File: src/pkg/isme_regs.svh
`ifndef ISME_REGS_SVH
`define ISME_REGS_SVH

// ==========================================================
// Register offsets
`define ISME_CTRL_OFS       8'h00
`define ISME_DATA_OFS       8'h04
`define ISME_CMD_OFS        8'h08
`define ISME_STAT_OFS       8'h0C

// ==========================================================
// Control fields
`define ISME_CTRL_DIV_LSB   0
`define ISME_CTRL_W3_BIT    8
`define ISME_CTRL_EN_BIT    9
`define ISME_CTRL_SWSCL_BIT 10
`define ISME_CTRL_SWSDA_BIT 11
`define ISME_DIV_RST        8'h1F
`define ISME_EN_RST         1'b1

// ==========================================================
// Command and status fields
`define ISME_CMD_START_BIT  0
`define ISME_CMD_STOP_BIT   1
`define ISME_STAT_BUSY_BIT  0
`define ISME_STAT_DONE_BIT  1
`define ISME_STAT_ACK_BIT   2
`define ISME_STAT_SCL_BIT   3
`define ISME_STAT_SDA_BIT   4

// ==========================================================
// Data layout and timing counts
`define ISME_DIR_BIT        16
`define ISME_ACK_SLOT       4'h8
`define ISME_PRESCALE       16
`define ISME_QTR_TAIL       4

`endif

File: src/pkg/isme_pkg.sv
`default_nettype none
package isme_pkg;
    typedef enum logic [1:0] {
        ISME_IDLE  = 2'b00,
        ISME_START = 2'b01,
        ISME_BITS  = 2'b10,
        ISME_STOP  = 2'b11
    } isme_state_t;
endpackage : isme_pkg
`default_nettype wire

File: src/pkg/isme_tick_if.sv
`timescale 1ns/1ps
`default_nettype none
interface isme_tick_if #(
    parameter int DIV_W = 8
);
    logic             run;
    logic             hold;
    logic [DIV_W-1:0] div;
    logic             qtr_en;

    modport eng (output run, output hold, output div, input qtr_en);
    modport gen (input run, input hold, input div, output qtr_en);
endinterface : isme_tick_if
`default_nettype wire

File: src/rtl/isme_top.sv
// Function
// - Sole bus master; no arbitration logic, any number of slaves.
// - All bit timing derives from the host clock.
// - Host clock first passes a fixed divide-by-sixteen prescaler.
// - Bit rate is clock over four times (16 times ratio plus 4).
// - Slave may hold the clock low; engine waits until released.
// - Start pulls data low while clock stays high.
// - Start only at the beginning of a transaction, never after a byte.
// - Stop releases data high while clock stays high.
// - Stop may be issued at any point of a transaction.
// - Data changes only while clock is low.
// - Write sends start, 2 or 3 acked bytes, stop.
// - Data shifts left out of a 24-bit register, MSB first.
// - Bit 0 of the first byte selects write (0) or read (1).
// - A control bit picks two or three bytes for a write.
// - Read sends one acked byte, receives one, answers NACK, stops.
// - Received byte shifts into the third byte field.
// - Completion raises an interrupt toward the host.
// - Status flag reports whether every expected acknowledge came.
// - Software can disable the engine and drive both pins directly.
//
// Design decisions made here: the register offsets and the address-and-strobe port.
`timescale 1ns/1ps
`default_nettype none
`include "isme_regs.svh"
module isme_top
    import isme_pkg::*;
#(
    parameter int DIV_W = 8
) (
    input  wire logic        ref_clk,
    input  wire logic        reset,
    input  wire logic [7:0]  reg_addr,
    input  wire logic [31:0] reg_wdata,
    input  wire logic        reg_wr,
    input  wire logic        reg_rd,
    output logic      [31:0] reg_rdata,
    input  wire logic        scl_i,
    output logic             scl_o,
    output logic             scl_oe,
    input  wire logic        sda_i,
    output logic             sda_o,
    output logic             sda_oe,
    output logic             xfer_done
);
    if (DIV_W < 1 || DIV_W > 8) begin : g_bad_width
        $error("DIV_W must lie between 1 and 8");
    end

    // ==========================================================
    // Declarations
    isme_tick_if #(.DIV_W(DIV_W)) tk ();

    logic [DIV_W-1:0] bit_rate_divide_ratio_ff;
    logic             write_three_byte_select_ff;
    logic             en_ff;
    logic             sw_scl_low_ff;
    logic             sw_sda_low_ff;
    logic [23:0]      data_ff;
    isme_state_t      state_ff;
    logic [1:0]       ph_ff;
    logic [3:0]       bit_ff;
    logic [1:0]       byte_ff;
    logic             rd_ff;
    logic             w3_ff;
    logic             abort_ff;
    logic             scl_oe_ff;
    logic             sda_oe_ff;
    logic             all_acks_received_flag_ff;
    logic             done_ff;
    logic             xfer_done_ff;
    logic [31:0]      rdata_ff;
    logic [31:0]      nxt_rdata;
    logic             wr_ctrl;
    logic             wr_data;
    logic             wr_cmd;
    logic             wr_stat;
    logic             busy;
    logic             start_go;
    logic             q;
    logic             rx_byte;
    logic             last_byte;
    logic             drive_bit_low;
    logic             samp;
    logic             fin;

    function automatic logic hit(input logic [7:0] a, input logic [7:0] ofs);
        return a == ofs;
    endfunction

    // ==========================================================
    // Decode and sequencing terms
    assign wr_ctrl  = reg_wr && hit(reg_addr, `ISME_CTRL_OFS);
    assign wr_data  = reg_wr && hit(reg_addr, `ISME_DATA_OFS);
    assign wr_cmd   = reg_wr && hit(reg_addr, `ISME_CMD_OFS);
    assign wr_stat  = reg_wr && hit(reg_addr, `ISME_STAT_OFS);
    assign busy     = (state_ff != ISME_IDLE);
    // No arbitration: a start is taken only while idle
    assign start_go = wr_cmd && reg_wdata[`ISME_CMD_START_BIT] && en_ff && !busy;
    assign q        = tk.qtr_en;
    assign rx_byte  = rd_ff && (byte_ff == 2'h1);
    assign last_byte = (byte_ff == 2'h2) ||
                       ((byte_ff == 2'h1) && !(w3_ff && !rd_ff));
    // Ack slot of a received byte is released: master NACK
    assign drive_bit_low = (bit_ff != `ISME_ACK_SLOT) && !rx_byte && !data_ff[23];
    assign samp = en_ff && q && !abort_ff && (state_ff == ISME_BITS) && (ph_ff == 2'h2);
    assign fin  = en_ff && q && (state_ff == ISME_STOP) && (ph_ff == 2'h3);

    // ==========================================================
    // Quarter-bit timebase
    assign tk.run  = en_ff && busy;
    assign tk.hold = !scl_oe_ff && !scl_i;
    assign tk.div  = bit_rate_divide_ratio_ff;

    isme_qtr_div #(.DIV_W(DIV_W)) u_div (
        .ref_clk (ref_clk),
        .reset   (reset),
        .tk      (tk)
    );

    // ==========================================================
    // Control register
    always_ff @(posedge ref_clk) begin
        if (reset) begin
            bit_rate_divide_ratio_ff   <= DIV_W'(`ISME_DIV_RST);
            write_three_byte_select_ff <= 1'b0;
            en_ff                      <= `ISME_EN_RST;
            sw_scl_low_ff              <= 1'b0;
            sw_sda_low_ff              <= 1'b0;
        end else if (wr_ctrl) begin
            bit_rate_divide_ratio_ff   <= reg_wdata[`ISME_CTRL_DIV_LSB +: DIV_W];
            write_three_byte_select_ff <= reg_wdata[`ISME_CTRL_W3_BIT];
            en_ff                      <= reg_wdata[`ISME_CTRL_EN_BIT];
            sw_scl_low_ff              <= reg_wdata[`ISME_CTRL_SWSCL_BIT];
            sw_sda_low_ff              <= reg_wdata[`ISME_CTRL_SWSDA_BIT];
        end
    end

    // ==========================================================
    // Data register: shifts out MSB first, receives into low byte
    always_ff @(posedge ref_clk) begin
        if (reset) begin
            data_ff <= 24'h000000;
        end else if (samp && (bit_ff != `ISME_ACK_SLOT)) begin
            if (rx_byte) begin
                data_ff[7:0] <= {data_ff[6:0], sda_i};
            end else begin
                data_ff <= {data_ff[22:0], 1'b0};
            end
        end else if (wr_data && !busy) begin
            data_ff <= reg_wdata[23:0];
        end
    end

    // ==========================================================
    // Stop request: set wins over the clear
    always_ff @(posedge ref_clk) begin
        if (reset) begin
            abort_ff <= 1'b0;
        end else if (wr_cmd && reg_wdata[`ISME_CMD_STOP_BIT] && busy) begin
            abort_ff <= 1'b1;
        end else if (state_ff != ISME_START && state_ff != ISME_BITS) begin
            abort_ff <= 1'b0;
        end
    end

    // ==========================================================
    // Transaction sequencer and open-drain pin drive
    always_ff @(posedge ref_clk) begin
        if (reset) begin
            state_ff  <= ISME_IDLE;
            ph_ff     <= 2'h0;
            bit_ff    <= 4'h0;
            byte_ff   <= 2'h0;
            rd_ff     <= 1'b0;
            w3_ff     <= 1'b0;
            scl_oe_ff <= 1'b0;
            sda_oe_ff <= 1'b0;
        end else if (!en_ff) begin
            state_ff  <= ISME_IDLE;
            ph_ff     <= 2'h0;
            scl_oe_ff <= sw_scl_low_ff;
            sda_oe_ff <= sw_sda_low_ff;
        end else if (start_go) begin
            state_ff  <= ISME_START;
            ph_ff     <= 2'h0;
            bit_ff    <= 4'h0;
            byte_ff   <= 2'h0;
            rd_ff     <= data_ff[`ISME_DIR_BIT];
            w3_ff     <= write_three_byte_select_ff;
            scl_oe_ff <= 1'b0;
            sda_oe_ff <= 1'b0;
        end else if (!busy) begin
            scl_oe_ff <= 1'b0;
            sda_oe_ff <= 1'b0;
        end else if (q) begin
            if (abort_ff && (state_ff == ISME_START || state_ff == ISME_BITS)) begin
                // Clock goes low first so the data edge that follows is safe
                state_ff  <= ISME_STOP;
                ph_ff     <= 2'h0;
                scl_oe_ff <= 1'b1;
            end else begin
                unique case (state_ff)
                    ISME_IDLE: begin
                        ph_ff <= 2'h0;
                    end
                    ISME_START: begin
                        unique case (ph_ff)
                            2'h0: begin
                                ph_ff <= 2'h1;
                            end
                            2'h1: begin
                                sda_oe_ff <= 1'b1;
                                ph_ff     <= 2'h2;
                            end
                            2'h2: begin
                                scl_oe_ff <= 1'b1;
                                ph_ff     <= 2'h3;
                            end
                            2'h3: begin
                                state_ff <= ISME_BITS;
                                ph_ff    <= 2'h0;
                            end
                        endcase
                    end
                    ISME_BITS: begin
                        unique case (ph_ff)
                            2'h0: begin
                                sda_oe_ff <= drive_bit_low;
                                ph_ff     <= 2'h1;
                            end
                            2'h1: begin
                                scl_oe_ff <= 1'b0;
                                ph_ff     <= 2'h2;
                            end
                            2'h2: begin
                                ph_ff <= 2'h3;
                            end
                            2'h3: begin
                                scl_oe_ff <= 1'b1;
                                ph_ff     <= 2'h0;
                                if (bit_ff == `ISME_ACK_SLOT) begin
                                    bit_ff <= 4'h0;
                                    if (last_byte) begin
                                        state_ff <= ISME_STOP;
                                    end else begin
                                        byte_ff <= byte_ff + 2'h1;
                                    end
                                end else begin
                                    bit_ff <= bit_ff + 4'h1;
                                end
                            end
                        endcase
                    end
                    ISME_STOP: begin
                        unique case (ph_ff)
                            2'h0: begin
                                sda_oe_ff <= 1'b1;
                                ph_ff     <= 2'h1;
                            end
                            2'h1: begin
                                scl_oe_ff <= 1'b0;
                                ph_ff     <= 2'h2;
                            end
                            2'h2: begin
                                sda_oe_ff <= 1'b0;
                                ph_ff     <= 2'h3;
                            end
                            2'h3: begin
                                state_ff <= ISME_IDLE;
                                ph_ff    <= 2'h0;
                            end
                        endcase
                    end
                endcase
            end
        end
    end

    // ==========================================================
    // Completion status
    always_ff @(posedge ref_clk) begin
        if (reset) begin
            all_acks_received_flag_ff <= 1'b0;
        end else if (start_go) begin
            all_acks_received_flag_ff <= 1'b1;
        end else if (samp && (bit_ff == `ISME_ACK_SLOT) && !rx_byte && sda_i) begin
            all_acks_received_flag_ff <= 1'b0;
        end
    end

    always_ff @(posedge ref_clk) begin
        if (reset) begin
            done_ff      <= 1'b0;
            xfer_done_ff <= 1'b0;
        end else begin
            xfer_done_ff <= fin;
            if (fin) begin
                done_ff <= 1'b1;
            end else if (wr_stat && reg_wdata[`ISME_STAT_DONE_BIT]) begin
                done_ff <= 1'b0;
            end
        end
    end

    // ==========================================================
    // Read path: data stands one cycle after the strobe
    always_comb begin
        nxt_rdata = 32'h00000000;
        case (reg_addr)
            `ISME_CTRL_OFS: begin
                nxt_rdata[7:0] = 8'(bit_rate_divide_ratio_ff);
                nxt_rdata[`ISME_CTRL_W3_BIT]    = write_three_byte_select_ff;
                nxt_rdata[`ISME_CTRL_EN_BIT]    = en_ff;
                nxt_rdata[`ISME_CTRL_SWSCL_BIT] = sw_scl_low_ff;
                nxt_rdata[`ISME_CTRL_SWSDA_BIT] = sw_sda_low_ff;
            end
            `ISME_DATA_OFS: begin
                nxt_rdata[23:0] = data_ff;
            end
            `ISME_CMD_OFS: begin
                nxt_rdata[`ISME_CMD_STOP_BIT] = abort_ff;
            end
            `ISME_STAT_OFS: begin
                nxt_rdata[`ISME_STAT_BUSY_BIT] = busy;
                nxt_rdata[`ISME_STAT_DONE_BIT] = done_ff;
                nxt_rdata[`ISME_STAT_ACK_BIT]  = all_acks_received_flag_ff;
                nxt_rdata[`ISME_STAT_SCL_BIT]  = scl_i;
                nxt_rdata[`ISME_STAT_SDA_BIT]  = sda_i;
                nxt_rdata[9:8]                 = byte_ff;
                nxt_rdata[15:12]               = bit_ff;
            end
            default: begin
                nxt_rdata = 32'h00000000;
            end
        endcase
    end

    always_ff @(posedge ref_clk) begin
        if (reset) begin
            rdata_ff <= 32'h00000000;
        end else if (reg_rd) begin
            rdata_ff <= nxt_rdata;
        end else begin
            rdata_ff <= 32'h00000000;
        end
    end

    // ==========================================================
    // Outputs: lines are only pulled low or released
    assign reg_rdata = rdata_ff;
    assign scl_o     = 1'b0;
    assign sda_o     = 1'b0;
    assign scl_oe    = scl_oe_ff;
    assign sda_oe    = sda_oe_ff;
    assign xfer_done = xfer_done_ff;

    // ==========================================================
    // Checks
    a_stretch_hold: assert property (
        @(posedge ref_clk) disable iff (reset)
        (tk.run && tk.hold) |=> ($stable(ph_ff) && $stable(state_ff))
    ) else $error("sequencer advanced while clock held low");

    a_start_edge: assert property (
        @(posedge ref_clk) disable iff (reset)
        (state_ff == ISME_START && $rose(sda_oe_ff)) |-> !scl_oe_ff
    ) else $error("start data edge with clock low");

    a_single_start: assert property (
        @(posedge ref_clk) disable iff (reset)
        (state_ff == ISME_START && $past(state_ff) != ISME_START)
            |-> $past(state_ff) == ISME_IDLE
    ) else $error("start entered mid transaction");

    a_stop_edge: assert property (
        @(posedge ref_clk) disable iff (reset)
        (state_ff == ISME_STOP && $fell(sda_oe_ff)) |-> !scl_oe_ff
    ) else $error("stop data edge with clock low");

    a_data_stable: assert property (
        @(posedge ref_clk) disable iff (reset)
        (en_ff && state_ff == ISME_BITS && $changed(sda_oe_ff)) |-> $past(scl_oe_ff)
    ) else $error("data moved while clock released");

    a_byte_count: assert property (
        @(posedge ref_clk) disable iff (reset)
        ($past(state_ff) == ISME_BITS && state_ff == ISME_STOP && !$past(abort_ff))
            |-> $past(byte_ff) == (($past(rd_ff) || !$past(w3_ff)) ? 2'h1 : 2'h2)
    ) else $error("wrong number of bytes before stop");

    a_done_pulse: assert property (
        @(posedge ref_clk) disable iff (reset)
        xfer_done_ff |-> (state_ff == ISME_IDLE && done_ff) ##1 !xfer_done_ff
    ) else $error("completion pulse out of step");

    a_ack_miss: assert property (
        @(posedge ref_clk) disable iff (reset)
        (samp && bit_ff == `ISME_ACK_SLOT && !rx_byte && sda_i) |=> !all_acks_received_flag_ff
    ) else $error("missing acknowledge not reported");

    a_bitbang_pins: assert property (
        @(posedge ref_clk) disable iff (reset)
        !en_ff |=> (scl_oe_ff == $past(sw_scl_low_ff) && sda_oe_ff == $past(sw_sda_low_ff))
    ) else $error("pins not under software control");
endmodule : isme_top
`default_nettype wire

File: src/rtl/isme_qtr_div.sv
`timescale 1ns/1ps
`default_nettype none
`include "isme_regs.svh"
module isme_qtr_div #(
    parameter int DIV_W = 8
) (
    input  wire logic ref_clk,
    input  wire logic reset,
    isme_tick_if.gen  tk
);
    localparam logic [3:0] PRE_LAST  = 4'(`ISME_PRESCALE - 1);
    localparam logic [1:0] TAIL_LAST = 2'(`ISME_QTR_TAIL - 1);

    logic [3:0]       pre_ff;
    logic [DIV_W-1:0] dcnt_ff;
    logic [1:0]       tail_ff;
    logic             at_ratio;

    assign at_ratio  = (dcnt_ff >= tk.div);
    assign tk.qtr_en = tk.run && !tk.hold && at_ratio && (tail_ff == TAIL_LAST);

    // ==========================================================
    // Fixed divide by 16, then ratio count, then four-cycle tail
    always_ff @(posedge ref_clk) begin
        if (reset || !tk.run || tk.hold || tk.qtr_en) begin
            pre_ff  <= 4'h0;
            dcnt_ff <= '0;
            tail_ff <= 2'h0;
        end else if (!at_ratio) begin
            pre_ff <= pre_ff + 4'h1;
            if (pre_ff == PRE_LAST) begin
                dcnt_ff <= dcnt_ff + DIV_W'(1);
            end
        end else begin
            tail_ff <= tail_ff + 2'h1;
        end
    end

    a_quarter_gap: assert property (
        @(posedge ref_clk) disable iff (reset)
        tk.qtr_en |=> !tk.qtr_en [*3]
    ) else $error("quarter ticks closer than four cycles");
endmodule : isme_qtr_div
`default_nettype wire

File: config.mk
export PLATFORM = sky130hd
export DESIGN_NAME = isme_top
export DESIGN_NICKNAME = d
export VERILOG_FILES = /design/src/pkg/isme_pkg.sv /design/src/pkg/isme_tick_if.sv /design/src/rtl/isme_top.sv /design/src/rtl/isme_qtr_div.sv
export VERILOG_INCLUDE_DIRS = /design/src /design/src/pkg
export SDC_FILE = /design/constraint.sdc
export NUM_CORES = 1
export LEC_CHECK = 0
export BUFFER_PORTS_ARGS = -buffer_cell sky130_fd_sc_hd__clkbuf_2
export CAP_MARGIN = 15
export CORE_AREA = 2 2 105 107
export CTS_CLUSTER_DIAMETER = 150
export CTS_CLUSTER_SIZE = 24
export DETAILED_ROUTE_END_ITERATION = 7
export DIE_AREA = 0 0 107 109
export PLACE_DENSITY = 0.66
export RECOVER_POWER = 100
export SYNTH_ARGS = -nofsm -noshare
export SYNTH_HDL_FRONTEND = slang
export SYNTH_SLANG_ARGS = --single-unit
export TNS_END_PERCENT = 30
File: constraint.sdc
create_clock -name ref_clk -period 2.5 [get_ports ref_clk]
set_input_delay 0.25 -clock ref_clk [delete_from_list [all_inputs] [get_ports ref_clk]]
set_output_delay 0.25 -clock ref_clk [all_outputs]
set_load 0.005 [all_outputs]
==> summary.md <==
| Metric | Value |
|---|---|
| Status | `finished clean` |
| HP Class | `input port to flop` |
| Core footprint | `10600 sq um` |
| WS Path Type | `flop to flop` |
| Clock buffer depth | `2` |
| Sink Count | `92` |
| IO Count | `83` |
| Global route overflow | `0` |
| Num CTS Buffers | `9` |
| Worst Setup Start Kind | `flop` |
| Worst vdd ir | `0.3030 mV` |
| Final HPWL DP | `9181 um` |
| WL/cell | `15.64 um` |
| Slew headroom | `51.73%` |
| GRT Total Usage | `21.61%` |
| Avg Cell Area, Syn | `8.744 sq um` |
| Area Overhead vs Synth | `17.60%` |
| Leakage | `2.472 nW` |
| CP required | `2.80 ns` |
| Post-DRT Antenna Nets | `0` |
| Global-route wire length before repair | `19640 um` |
| Worst Skew | `0.009171 ns` |
| Power per Cell Area | `486.2 nW/um^2` |
| Via density | `5.383` |
| Final Setup Violations | `0` |
| Library cells used by synthesis | `60` |
| Vias in the first global route | `4061` |
| Synthesized area | `4713 sq um` |
| Die H | `109 um` |
| H-tree depth | `3` |
| CP arrival | `2.62 ns` |
| Synth Register Bits | `92` |
| Number of hold buffers added after CTS | `0` |
| Clk slew on worst S/H paths | `0.09 ns` |
| Period utilization | `92.56%` |
| Synth Flop Type | `dfxtp_1` |
| Max cap viols | `0` |
| Post-route cell area | `5543 sq um` |
| Total number of vias | `4150` |
| DP Area | `5321 sq um` |
| Antenna Cells | `0` |
| Register area | `1842 sq um` |
| Post-synth EDFFs | `0` |
| Hold Fails Final Rpt | `0` |
| Die width | `107 um` |
| DRC | `0` |
| Final min period | `2.314 ns` |
| RSZ-0062 raised after global routing | `no` |
| Synth Instances | `539` |
| DRT Wirelength | `12060 um` |
| CTS tree | `done` |
| CP Capture Type | `flop` |
| PortBufs | `64` |
| 1st-iter DRT viols | `167` |
| Largest net degree at the start of global routing | `31` |
| DRT Pass-1 Iters | `4` |
| Slew Limit Fails | `0` |
| Post-layout net count | `698` |
| Sequential-to-total area share from yosys stat | `39.08%` |
| Maximum fanout along the worst path | `7` |
| Row cnt | `38` |
| CTS root buf | `clkbuf_8` |
| Slew @ Worst Pin | `0.7175 ns` |
| Die area | `11660 sq um` |
| Ys Warns | `0` |
| Filler cell count | `1033` |
| Async S/R FF share, synth | `0%` |
| Gp weighted congestion | `0.9119` |
| Initial antenna violation count | `0` |
| Util after Layout | `52.28%` |
| Clk_lat worst skew | `0.37 ns` |
| Layout cell share with drive strength beyond 1 | `19.33%` |
| Starting Density | `44.45%` |
| F_max | `0.4322 GHz` |
| Multi-input logic area | `2619 sq um` |
-- repair_timing --
item	CTS	global route
endpoints found under the setup margin	16	32
pin swaps	0	2
resized for setup	1	4
buffers inserted	0	4
-- placed cells by master (no fill, tap or decap), types with 8 or more instances in the layout --
master / n
nand3_1: 18
o21ai_0: 26
clkbuf_8: 9
buf_4: 28
clkbuf_2: 53
mux2_2: 8
nor3_1: 16
a21o_1: 17
a21oi_1: 41
nor2_1: 59
conb_1: 10
mux2i_1: 28
nand3b_1: 17
dfxtp_1: 92
clkbuf_1: 16
nand2_1: 40
inv_1: 24
ha_1: 26
-- flip-flops by register name (all words and copies together), names as in the netlist, 2 cells and up --
signal,cells
reg_rdata,24
ph_ff,2
byte_ff,2
state_ff,2
bit_ff,4
bit_rate_divide_ratio_ff,8
data_ff,24
u_div.dcnt_ff,8
u_div.pre_ff,4
u_div.tail_ff,2
-- path summary, 6_finish.rpt --
kind,startpoint,end,slack [ns],cells past startpoint
max,bit_rate_divide_ratio_ff[5],u_div.dcnt_ff[3],0.19,9
min,reg_wdata[10],sw_scl_low_ff,0.13,3
max reg2reg,bit_rate_divide_ratio_ff[5],u_div.dcnt_ff[3],0.19,9
min reg2reg,u_div.pre_ff[1],u_div.pre_ff[1],0.48,2
-- Yosys cell counts (2+ instances only) --
cell type,n,share of area (%)
or2_2,2,0.27
a311o_1,4,0.85
o21ai_0,26,2.8
xnor2_1,2,0.37
nand4_1,4,0.53
buf_1,2,0.16
and3_1,7,0.93
o2111ai_1,3,0.56
a31o_2,2,0.37
a21oi_2,2,0.37
a21oi_1,40,4.2
or3_1,5,0.66
inv_1,24,1.9
o31ai_1,3,0.48
ha_1,26,6.9
buf_4,10,1.6
nor2b_1,4,0.53
buf_2,6,0.64
mux2i_1,28,5.9
nand2_1,39,3.1
nand3b_1,17,2.7
nor2_1,60,4.8
nand3_1,18,1.9
a31oi_1,3,0.40
xor2_1,4,0.74
nor3_1,16,1.7
nand2b_1,5,0.66
mux2_2,8,1.9
nor4_1,2,0.27
o311a_1,2,0.42
dfxtp_1,92,39
o211ai_1,2,0.32
and2_1,12,1.6
clkbuf_1,14,1.1
a311oi_1,4,0.74
a21o_1,17,2.7
-- area by class of cell --
type	instances	area share, %
Timing Repair Buffer	101	10.72
Multi-Input combinational cell	398	47.25
Tap cell	140	3.160
Clock inverter	7	1.783
Sequential cell	92	33.23
Inverter	24	1.625
Clock buffer	9	2.235
-- worst max-delay path: stages, from the launching register on --
cell      delay [ns]
dfxtp_1         0.37
inv_1           0.06
ha_1            0.30
a21o_1          0.21
a221oi_4        0.29
buf_6           0.17
nand3_1         0.13
clkbuf_2        0.20
or3_1           0.36
a21oi_1         0.15
-- per-layer routing --
metal,vias to the layer above,GRT usage (%),routed length [um]
met2,112,37.58,5972
met3,14,3.586,684
met4,0,8.071,174
li1,2051,-,-
met1,1973,26.96,5225
met5,-,0,0
-- power by group --
group          switching (mW)  internal (mW)  total [mW]  leakage [nW]
logic                  0.0640         0.0452       0.109          1.62
clock network           0.552          0.568        1.12         0.110
registers            0.000681           1.46        1.47         0.741
total                   0.617           2.08        2.69          2.47
-- cell families (layout without fill, tap and decap cells) --
logic type | count (synthesis) | in the layout | share of synthesized area, %
compound gates | 119 | 119 | 17.04
simple gates | 200 | 200 | 21.69
mux | 37 | 37 | 8.336
other cells | 1 | 10 | 0.07956
xor+xnor | 6 | 6 | 1.115
buf+inv | 58 | 141 | 5.761
flops | 92 | 92 | 39.08
fa+ha+maj | 26 | 26 | 6.902
-- through the flow --
stage | power (mW) | hold WS [ns] | instances | TNS [ns] | setup WS, ns
final | 2.695 | 0.1291 | 771 | 0 | 0.1860
after global routing | 2.787 | 0.1390 | 771 | 0 | 0.01623
after CTS | 2.723 | 0.1200 | 767 | 0 | 0.03937
after detailed placement | 1.610 | 0.4646 | 751 | -0.4080 | -0.04082
after global placement | 1.609 | 0.4551 | 751 | 0 | 0.01987
after floorplan | 1.567 | 0.3751 | 548 | 0 | 0.2318
Power figures use the tool's default switching activity.
